===== config.mk =====
export PLATFORM = sky130hd
export DESIGN_NAME = usb_cfg_core
export DESIGN_NICKNAME = d
export VERILOG_FILES = /design/src/common/usb_cfg_pkg.sv /design/src/common/timer_if.sv /design/src/core/pin_sync.sv /design/src/core/cycle_timer.sv /design/src/core/usb_cfg_core.sv
export SDC_FILE = /design/constraint.sdc
export NUM_CORES = 1
export LEC_CHECK = 0
export BUFFER_PORTS_ARGS = -buffer_cell sky130_fd_sc_hd__buf_2
export CAP_MARGIN = 25
export CORE_AREA = 2 2 104 66
export DETAILED_ROUTE_END_ITERATION = 8
export DIE_AREA = 0 0 106 68
export GPL_TIMING_DRIVEN = 0
export PLACE_DENSITY = 0.83
export SYNTH_ARGS = -nofsm -noshare
export SYNTH_HDL_FRONTEND = slang
export SYNTH_SLANG_ARGS = --single-unit

===== constraint.sdc =====
create_clock -name aclk -period 4.6 [get_ports aclk]
set_input_delay 0.69 -clock aclk [delete_from_list [all_inputs] [get_ports aclk]]
set_output_delay 0.69 -clock aclk [all_outputs]
set_load 0.05 [all_outputs]

===== src/common/usb_cfg_pkg.sv =====
// package: register map, field layout and timing counts for the usb configuration block
package usb_cfg_pkg;

  // ----------------------------------------------------------------
  // register map
  // ----------------------------------------------------------------
  localparam int ADDR_W = 8;
  localparam logic [7:0] ADDR_GLOBAL_CFG = 8'h0c;
  localparam logic [7:0] ADDR_CORE_RESET = 8'h10;
  localparam logic [7:0] ADDR_STATUS = 8'h20;

  // ----------------------------------------------------------------
  // global configuration fields
  // ----------------------------------------------------------------
  localparam int TA_LSB = 10;
  localparam int TA_MSB = 13;
  localparam int HNP_BIT = 9;
  localparam int SRP_BIT = 8;
  localparam int TO_LSB = 0;
  localparam int TO_MSB = 2;
  localparam int FORCE_HOST_BIT = 29;
  localparam int FORCE_DEVICE_BIT = 30;
  localparam logic [31:0] CFG_RESET_VALUE = 32'h0000_0000;
  localparam logic [31:0] CFG_WRITE_MASK = 32'h6000_3f07;

  // ----------------------------------------------------------------
  // core reset control and status
  // ----------------------------------------------------------------
  localparam logic [31:0] CORE_RESET_VALUE = 32'h8000_0000;
  localparam logic [3:0] FULL_WORD_STRB = 4'hf;
  localparam int ST_HOST_BIT = 0;
  localparam int ST_PHASE_LSB = 1;
  localparam int ST_ID_BIT = 3;
  localparam int ST_BUSY_BIT = 4;

  // ----------------------------------------------------------------
  // bus answers
  // ----------------------------------------------------------------
  localparam logic [1:0] RESP_OKAY = 2'b00;
  localparam logic [1:0] RESP_SLVERR = 2'b10;

  // ----------------------------------------------------------------
  // timing
  // ----------------------------------------------------------------
  localparam int ACLK_HZ = 10_000_000;
  localparam int ACLK_PERIOD_NS = 1_000_000_000 / ACLK_HZ;
  localparam int PHY_CLOCK_HZ = 48_000_000;
  localparam int TIMEOUT_BASE_NS = 1500;
  localparam int TIMEOUT_BASE_CYCLES = TIMEOUT_BASE_NS / ACLK_PERIOD_NS;
  localparam int CNT_W = 5;

  // ----------------------------------------------------------------
  // link phase
  // ----------------------------------------------------------------
  typedef enum logic [1:0] {
    PH_IDLE = 2'b00,
    PH_TURN = 2'b01,
    PH_WAIT = 2'b11
  } phase_type;

endpackage


===== src/common/timer_if.sv =====
// interface: load and expiry handshake between the phase logic and the cycle timer
interface timer_if;
  logic load;
  logic [usb_cfg_pkg::CNT_W-1:0] count;
  logic expired;
  logic busy;
  modport ctrl (output load, output count, input expired, input busy);
  modport tmr (input load, input count, output expired, output busy);
endinterface


===== src/core/pin_sync.sv =====
// module: three-stage pin synchroniser, output follows once stages two and three agree
module pin_sync #(
  parameter logic RESET_VAL = 1'b0
) (
  // clock and reset
  input wire logic aclk,
  input wire logic aresetn,
  input wire logic ce,
  // pin and result
  input wire logic pin,
  output logic level
);

  logic s1_ff;
  logic s2_ff;
  logic s3_ff;
  logic level_ff;
  wire agree = (s2_ff == s3_ff);
  wire nxt_level = agree ? s3_ff : level_ff;

  always_ff @(posedge aclk)
  begin
    if (!aresetn)
    begin
      s1_ff <= RESET_VAL;
      s2_ff <= RESET_VAL;
      s3_ff <= RESET_VAL;
      level_ff <= RESET_VAL;
    end
    else if (ce)
    begin
      s1_ff <= pin;
      s2_ff <= s1_ff;
      s3_ff <= s2_ff;
      level_ff <= nxt_level;
    end
  end

  assign level = level_ff;
endmodule


===== src/core/cycle_timer.sv =====
// module: down counter that pulses expired a loaded number of cycles after load
module cycle_timer (
  // clock and reset
  input wire logic aclk,
  input wire logic aresetn,
  input wire logic ce,
  // control
  timer_if.tmr port_t
);

  logic [usb_cfg_pkg::CNT_W-1:0] cnt_ff;
  logic busy_ff;
  wire last = busy_ff && (cnt_ff == usb_cfg_pkg::CNT_W'(1));
  wire [usb_cfg_pkg::CNT_W-1:0] load_val = (port_t.count == '0) ? usb_cfg_pkg::CNT_W'(1) : port_t.count;
  wire [usb_cfg_pkg::CNT_W-1:0] nxt_cnt = port_t.load ? load_val : (busy_ff ? cnt_ff - 1'b1 : cnt_ff);
  wire nxt_busy = port_t.load || (busy_ff && !last);

  always_ff @(posedge aclk)
  begin
    if (!aresetn)
    begin
      cnt_ff <= '0;
      busy_ff <= 1'b0;
    end
    else if (ce)
    begin
      cnt_ff <= nxt_cnt;
      busy_ff <= nxt_busy;
    end
  end

  assign port_t.expired = last;
  assign port_t.busy = busy_ff;

endmodule


===== src/core/usb_cfg_core.sv =====
// module: global configuration fields, core reset control and packet turnaround/timeout timing
//
// Our own choice: register access over AXI4-Lite.
module usb_cfg_core (
  // clock, reset, enable
  input wire logic aclk,
  input wire logic aresetn,
  input wire logic ce,
  // axi4-lite write address
  input wire logic awvalid,
  output logic awready,
  input wire logic [usb_cfg_pkg::ADDR_W-1:0] awaddr,
  // axi4-lite write data
  input wire logic wvalid,
  output logic wready,
  input wire logic [31:0] wdata,
  input wire logic [3:0] wstrb,
  // axi4-lite write response
  output logic bvalid,
  input wire logic bready,
  output logic [1:0] bresp,
  // axi4-lite read address
  input wire logic arvalid,
  output logic arready,
  input wire logic [usb_cfg_pkg::ADDR_W-1:0] araddr,
  // axi4-lite read data
  output logic rvalid,
  input wire logic rready,
  output logic [31:0] rdata,
  output logic [1:0] rresp,
  // link pins
  input wire logic id_pin,
  input wire logic rx_eop_pin,
  input wire logic rx_start_pin,
  // link strobes and modes
  output logic tx_go,
  output logic pkt_timeout,
  output logic host_mode,
  output logic role_negotiation_enable,
  output logic session_request_enable
);

  // ----------------------------------------------------------------
  // helpers
  // ----------------------------------------------------------------
  function automatic logic addr_hit(input logic [usb_cfg_pkg::ADDR_W-1:0] a, input logic [7:0] off);
    addr_hit = (a[usb_cfg_pkg::ADDR_W-1:2] == off[7:2]);
  endfunction

  function automatic logic [31:0] strb_merge(input logic [31:0] old, input logic [31:0] nw, input logic [3:0] strb);
    logic [31:0] m;
    m = old;
    for (int i = 0; i < 4; i++)
    begin
      if (strb[i])
        m[8*i +: 8] = nw[8*i +: 8];
    end
    strb_merge = m;
  endfunction

  // ----------------------------------------------------------------
  // state
  // ----------------------------------------------------------------
  logic aw_held_ff;
  logic w_held_ff;
  logic [usb_cfg_pkg::ADDR_W-1:0] awaddr_ff;
  logic [31:0] wdata_ff;
  logic [3:0] wstrb_ff;
  logic bvalid_ff;
  logic [1:0] bresp_ff;
  logic rvalid_ff;
  logic [31:0] rdata_ff;
  logic [1:0] rresp_ff;
  logic [31:0] cfg_ff;
  usb_cfg_pkg::phase_type phase_ff;
  usb_cfg_pkg::phase_type nxt_phase;
  logic eop_prev_ff;
  logic start_prev_ff;
  logic id_s;
  logic eop_s;
  logic start_s;
  timer_if t ();

  // ----------------------------------------------------------------
  // pin synchronisers
  // ----------------------------------------------------------------
  pin_sync #(.RESET_VAL(1'b1)) u_id_sync (
    .aclk(aclk),
    .aresetn(aresetn),
    .ce(ce),
    .pin(id_pin),
    .level(id_s)
  );

  pin_sync #(.RESET_VAL(1'b0)) u_eop_sync (
    .aclk(aclk),
    .aresetn(aresetn),
    .ce(ce),
    .pin(rx_eop_pin),
    .level(eop_s)
  );

  pin_sync #(.RESET_VAL(1'b0)) u_start_sync (
    .aclk(aclk),
    .aresetn(aresetn),
    .ce(ce),
    .pin(rx_start_pin),
    .level(start_s)
  );

  // ----------------------------------------------------------------
  // write channel
  // ----------------------------------------------------------------
  assign awready = ce && !aw_held_ff && !bvalid_ff;
  assign wready = ce && !w_held_ff && !bvalid_ff;
  wire aw_take = awvalid && awready;
  wire w_take = wvalid && wready;
  wire wr_do = ce && aw_held_ff && w_held_ff && !bvalid_ff;
  wire wr_cfg = addr_hit(awaddr_ff, usb_cfg_pkg::ADDR_GLOBAL_CFG);
  wire wr_rst = addr_hit(awaddr_ff, usb_cfg_pkg::ADDR_CORE_RESET);
  wire wr_stat = addr_hit(awaddr_ff, usb_cfg_pkg::ADDR_STATUS);
  wire wr_part_rst = wr_rst && (wstrb_ff != usb_cfg_pkg::FULL_WORD_STRB);
  wire wr_err = !(wr_cfg || wr_rst || wr_stat) || wr_part_rst;
  wire [1:0] nxt_bresp = wr_err ? usb_cfg_pkg::RESP_SLVERR : usb_cfg_pkg::RESP_OKAY;
  wire cfg_we = wr_do && wr_cfg;
  wire [31:0] cfg_merged = strb_merge(cfg_ff, wdata_ff, wstrb_ff);
  wire [31:0] nxt_cfg = (cfg_merged & usb_cfg_pkg::CFG_WRITE_MASK)
                      | (usb_cfg_pkg::CFG_RESET_VALUE & ~usb_cfg_pkg::CFG_WRITE_MASK);

  always_ff @(posedge aclk)
  begin
    if (!aresetn)
    begin
      aw_held_ff <= 1'b0;
      w_held_ff <= 1'b0;
      awaddr_ff <= '0;
      wdata_ff <= 32'h0000_0000;
      wstrb_ff <= 4'h0;
      bvalid_ff <= 1'b0;
      bresp_ff <= usb_cfg_pkg::RESP_OKAY;
      cfg_ff <= usb_cfg_pkg::CFG_RESET_VALUE;
    end
    else if (ce)
    begin
      if (aw_take)
      begin
        aw_held_ff <= 1'b1;
        awaddr_ff <= awaddr;
      end
      if (w_take)
      begin
        w_held_ff <= 1'b1;
        wdata_ff <= wdata;
        wstrb_ff <= wstrb;
      end
      if (wr_do)
      begin
        aw_held_ff <= 1'b0;
        w_held_ff <= 1'b0;
        bvalid_ff <= 1'b1;
        bresp_ff <= nxt_bresp;
      end
      else if (bvalid_ff && bready)
        bvalid_ff <= 1'b0;
      if (cfg_we)
        cfg_ff <= nxt_cfg;
    end
  end

  assign bvalid = bvalid_ff;
  assign bresp = bresp_ff;

  // ----------------------------------------------------------------
  // field decode
  // ----------------------------------------------------------------
  wire [3:0] turnaround_cycles = cfg_ff[usb_cfg_pkg::TA_MSB:usb_cfg_pkg::TA_LSB];
  wire [2:0] timeout_extra_cycles = cfg_ff[usb_cfg_pkg::TO_MSB:usb_cfg_pkg::TO_LSB];
  wire force_host_role = cfg_ff[usb_cfg_pkg::FORCE_HOST_BIT];
  wire force_device_role = cfg_ff[usb_cfg_pkg::FORCE_DEVICE_BIT];
  assign host_mode = !force_device_role && (force_host_role || !id_s);
  assign role_negotiation_enable = cfg_ff[usb_cfg_pkg::HNP_BIT];
  assign session_request_enable = cfg_ff[usb_cfg_pkg::SRP_BIT];

  // ----------------------------------------------------------------
  // read channel
  // ----------------------------------------------------------------
  assign arready = ce && !rvalid_ff;
  wire ar_take = arvalid && arready;
  wire rd_cfg = addr_hit(araddr, usb_cfg_pkg::ADDR_GLOBAL_CFG);
  wire rd_rst = addr_hit(araddr, usb_cfg_pkg::ADDR_CORE_RESET);
  wire rd_stat = addr_hit(araddr, usb_cfg_pkg::ADDR_STATUS);
  wire [31:0] status_word = {27'h0, t.busy, id_s, phase_ff, host_mode};
  wire [31:0] rd_word = rd_cfg ? cfg_ff
                      : rd_rst ? usb_cfg_pkg::CORE_RESET_VALUE
                      : rd_stat ? status_word
                      : 32'h0000_0000;
  wire [1:0] rd_resp = (rd_cfg || rd_rst || rd_stat) ? usb_cfg_pkg::RESP_OKAY : usb_cfg_pkg::RESP_SLVERR;

  always_ff @(posedge aclk)
  begin
    if (!aresetn)
    begin
      rvalid_ff <= 1'b0;
      rdata_ff <= 32'h0000_0000;
      rresp_ff <= usb_cfg_pkg::RESP_OKAY;
    end
    else if (ce)
    begin
      if (ar_take)
      begin
        rvalid_ff <= 1'b1;
        rdata_ff <= rd_word;
        rresp_ff <= rd_resp;
      end
      else if (rvalid_ff && rready)
        rvalid_ff <= 1'b0;
    end
  end

  assign rvalid = rvalid_ff;
  assign rdata = rdata_ff;
  assign rresp = rresp_ff;

  // ----------------------------------------------------------------
  // turnaround and timeout sequencing
  // ----------------------------------------------------------------
  wire eop_rise = eop_s && !eop_prev_ff;
  wire start_rise = start_s && !start_prev_ff;
  wire [usb_cfg_pkg::CNT_W-1:0] turn_count = host_mode ? usb_cfg_pkg::CNT_W'(1)
                                           : usb_cfg_pkg::CNT_W'(turnaround_cycles);
  wire [usb_cfg_pkg::CNT_W-1:0] wait_count = usb_cfg_pkg::CNT_W'(usb_cfg_pkg::TIMEOUT_BASE_CYCLES)
                                           + usb_cfg_pkg::CNT_W'(timeout_extra_cycles);
  wire turn_done = (phase_ff == usb_cfg_pkg::PH_TURN) && t.expired && ce;
  wire wait_done = (phase_ff == usb_cfg_pkg::PH_WAIT) && t.expired && !start_rise && ce;
  wire idle_go = (phase_ff == usb_cfg_pkg::PH_IDLE) && eop_rise && ce;

  assign t.load = idle_go || turn_done;
  assign t.count = idle_go ? turn_count : wait_count;
  assign tx_go = turn_done;
  assign pkt_timeout = wait_done;

  always_comb
  begin
    case (phase_ff)
      usb_cfg_pkg::PH_IDLE: nxt_phase = eop_rise ? usb_cfg_pkg::PH_TURN : usb_cfg_pkg::PH_IDLE;
      usb_cfg_pkg::PH_TURN: nxt_phase = t.expired ? usb_cfg_pkg::PH_WAIT : usb_cfg_pkg::PH_TURN;
      usb_cfg_pkg::PH_WAIT: nxt_phase = (start_rise || t.expired) ? usb_cfg_pkg::PH_IDLE : usb_cfg_pkg::PH_WAIT;
      default: nxt_phase = usb_cfg_pkg::PH_IDLE;
    endcase
  end

  always_ff @(posedge aclk)
  begin
    if (!aresetn)
    begin
      phase_ff <= usb_cfg_pkg::PH_IDLE;
      eop_prev_ff <= 1'b0;
      start_prev_ff <= 1'b0;
    end
    else if (ce)
    begin
      phase_ff <= nxt_phase;
      eop_prev_ff <= eop_s;
      start_prev_ff <= start_s;
    end
  end

  cycle_timer u_timer (
    .aclk(aclk),
    .aresetn(aresetn),
    .ce(ce),
    .port_t(t.tmr)
  );

  // ----------------------------------------------------------------
  // checks
  // ----------------------------------------------------------------
  logic [5:0] elapsed_ff;

  always_ff @(posedge aclk)
  begin
    if (!aresetn)
      elapsed_ff <= 6'h00;
    else if (ce)
      elapsed_ff <= t.load ? 6'h01 : ((elapsed_ff == 6'h3f) ? elapsed_ff : elapsed_ff + 6'h01);
  end
endmodule


==> results.cfg <==
[finish]
final_core_util = 0.633
final_cells = 573
diodes = 0
area_growth_pct = 22.2
layout-drive-gt1-share = 0.214
final_nets = 548
fin_area_mm2 = 0.00402

[worst_setup_path]
cp_num_buf_inv = 2
cp.required_ns = 3.91
crit_path_max_incr_delay_ns = 0.55
cp_top_family = compound AO/OA/AOI/OAI gates
path_cells = inv_1 > ha_1 > or4b_4 > a2111oi_0 > buf_2
worstPathArrival_ns = 2.36
start_kind = flop
crit_path_max_fanout = 5
criticalPathCategory = reg2out
end_kind = output pin
cp_slowest_cell = a2111oi_0

[pwr]
power.density_mw_per_mm2 = 352
pwr-share-comb = 0.115
power.switching_mw = 0.383
p_sw_frac = 0.270
total_power_mw = 1.42
pwr-share-seq = 0.471
clkPwrFrac = 0.414
p_int_mw = 1.03
p_leak_nw = 1.79
vdd_drop_max_mv = 0.200

[placed_design]
dp_hpwl_um = 6090
dpl_worst_slack_ns = 1.64
port_buffers = 63
dpl.cell_count = 557
place_congestion = 0.902
placed_area_mm2 = 0.00379

[yosys]
synth_top_area_cell = dfxtp_1
yosys_register_bits = 74
ys_async_sr_fraction = 0
synthesis.area_mm2 = 0.00329
synth.distinct_cells = 49
synth_ff_type = dfxtp_1
ys_seq_area_frac = 0.450
syn_inst = 388
synth.avg_cell_area_um2 = 8.48
synth_edf_count = 0
ys.warnings.count = 0
synth_top_area_share = 0.450
synth_area_leaders = dfxtp_1, mux2i_1, nand2_1, a21oi_1, buf_4

[sta]
tightest_slew_ns = 0.687
fin_skew_ns = 0.0133
fin_tns_setup_ns = 0
slew_headroom = 0.541
rsz0062_at_grt = no
setup_viol = 0
min_period_over_period = 0.664
fin_ws_ns = 1.55
fmax_mhz = 328
finalHoldViolations = 0
period_needed_ns = 3.05
maxSlewViolCount = 0
holdWs_ns = 0.457

[floorplan]
die_h_um = 68
pin_count = 109
start_util = 0.518
chipWidth_um = 106
fp.coreArea_mm2 = 0.00636
die-area_mm2 = 0.00721
row_count = 23

[route]
drtAntennaViolNets = 0
drt_pass1_iterations = 5
routed_wl_um = 8180
wl_per_cell_um = 14.3
initialDrtViolationCount = 271
vias = 3016
drc = 0
viasPerCell = 5.26

[global_routing]
grtUsageTotal = 0.235
grt_start_max_net_pins = 15
overflow = 0
grt_pass1_vias = 2635
grt_pass1_wl_um = 12900
antenna_found_initial = 0

[clock_network]
cts.sinks = 74
post_cts_buffers = 0
cts_buffer_depth = 2
tritoncts = yes
ctsHoldBuffers = 0
numCtsBuffers = 9
clkLatencyLatePin_ns = 0.36
cts_resized = 0
htree_levels = 3
root_buffer = clkbuf_8
clkTransAtPathRegs_ns = 0.09

[status]
status = completed

[worst_hold_path]
worst_hold_path_type = reg2reg

[run]
cap_violations = 0
cells in the final DEF (no fill, tap or decap), drive strengths merged, types with 4 or more instances in the layout:
cell type   n
inv        15
dfxtp      74
a21oi      41
buf        87
o21ai      12
ha          4
nor2       38
nand2      59
nor3        8
nand3      11
a221oi      4
a31oi       4
mux2i      30
conb       20
clkbuf     26
metal layers:
layer,vias to the layer above,track usage,share of wire
li1,1498,-,-
met1,1390,0.326,0.47
met2,116,0.356,0.42
met3,12,0.0771,0.099
met4,0,0.0543,0.010
met5,-,0,0
state kept, by name (all words and copies together) (netlist names), 2 cells and up:
name            count
rdata              14
cfg_ff             11
wdata_ff           11
awaddr_ff           6
u_timer.cnt_ff      5
wstrb_ff            4
phase_ff            2
layout make-up:
cell class,instances,area (um2)
Buffer,40,234
Clock buffer,10,138
Clock inverter,6,97.6
Fill cell,528,2340
Inverter,14,53.8
Multi-Input combinational cell,279,1590
Sequential cell,74,1480
Tap cell,87,109
Timing Repair Buffer,63,315
synthesized netlist by cell type (2+ instances only):
master,count
a21oi_1,41
a221oi_1,4
a31oi_1,4
and2_1,3
buf_1,2
buf_4,20
clkbuf_1,16
dfxtp_1,74
ha_1,4
inv_1,13
mux2i_1,30
nand2_1,59
nand2b_1,3
nand3_1,11
nand3b_1,2
nand4_1,3
nand4b_1,3
nor2_1,38
nor2b_1,2
nor3_1,8
nor3b_1,3
nor4_1,3
nor4b_1,2
o21ai_0,12
o31ai_1,3
xnor2_1,2
cell families after synthesis:
kind of cell / synth area share
buffers and inverters: 0.0874
multiplexers: 0.0912
AND/OR/NAND/NOR: 0.217
adder cells (fa/ha/maj): 0.0152
other: 0.00114
AO/OA/AOI/OAI: 0.133
flip-flops: 0.450
XOR/XNOR: 0.00532
path summary, 6_finish.rpt:
kind	startpoint	endpoint	slack, ns	cells after the start
min	bresp[1]	bresp[1]	0.46	2
max	u_timer.cnt_ff[1]	pkt_timeout	1.55	5
max reg2reg	u_timer.cnt_ff[1]	u_timer.cnt_ff[2]	2.51	8
min reg2reg	bresp[1]	bresp[1]	0.46	2
worst reg2reg max path: stages, from the launching register on:
cell and delay (ns):
dfxtp_1 0.35, inv_1 0.09, ha_1 0.15, or4b_4 0.49, or2_1 0.26, buf_6 0.14, clkinv_2 0.07, o31ai_1 0.08
a311o_1 0.35
power groups by stage:
stage	clock [mW]	combinational (mW)	sequential, mW
CTS	0.594	0.161	0.667
global route	0.624	0.177	0.669
floorplan	0	0.111	0.690
detailed placement	0	0.161	0.682
global placement	0	0.159	0.681
finish	0.587	0.163	0.667
(Power assumes the default switching activity.)
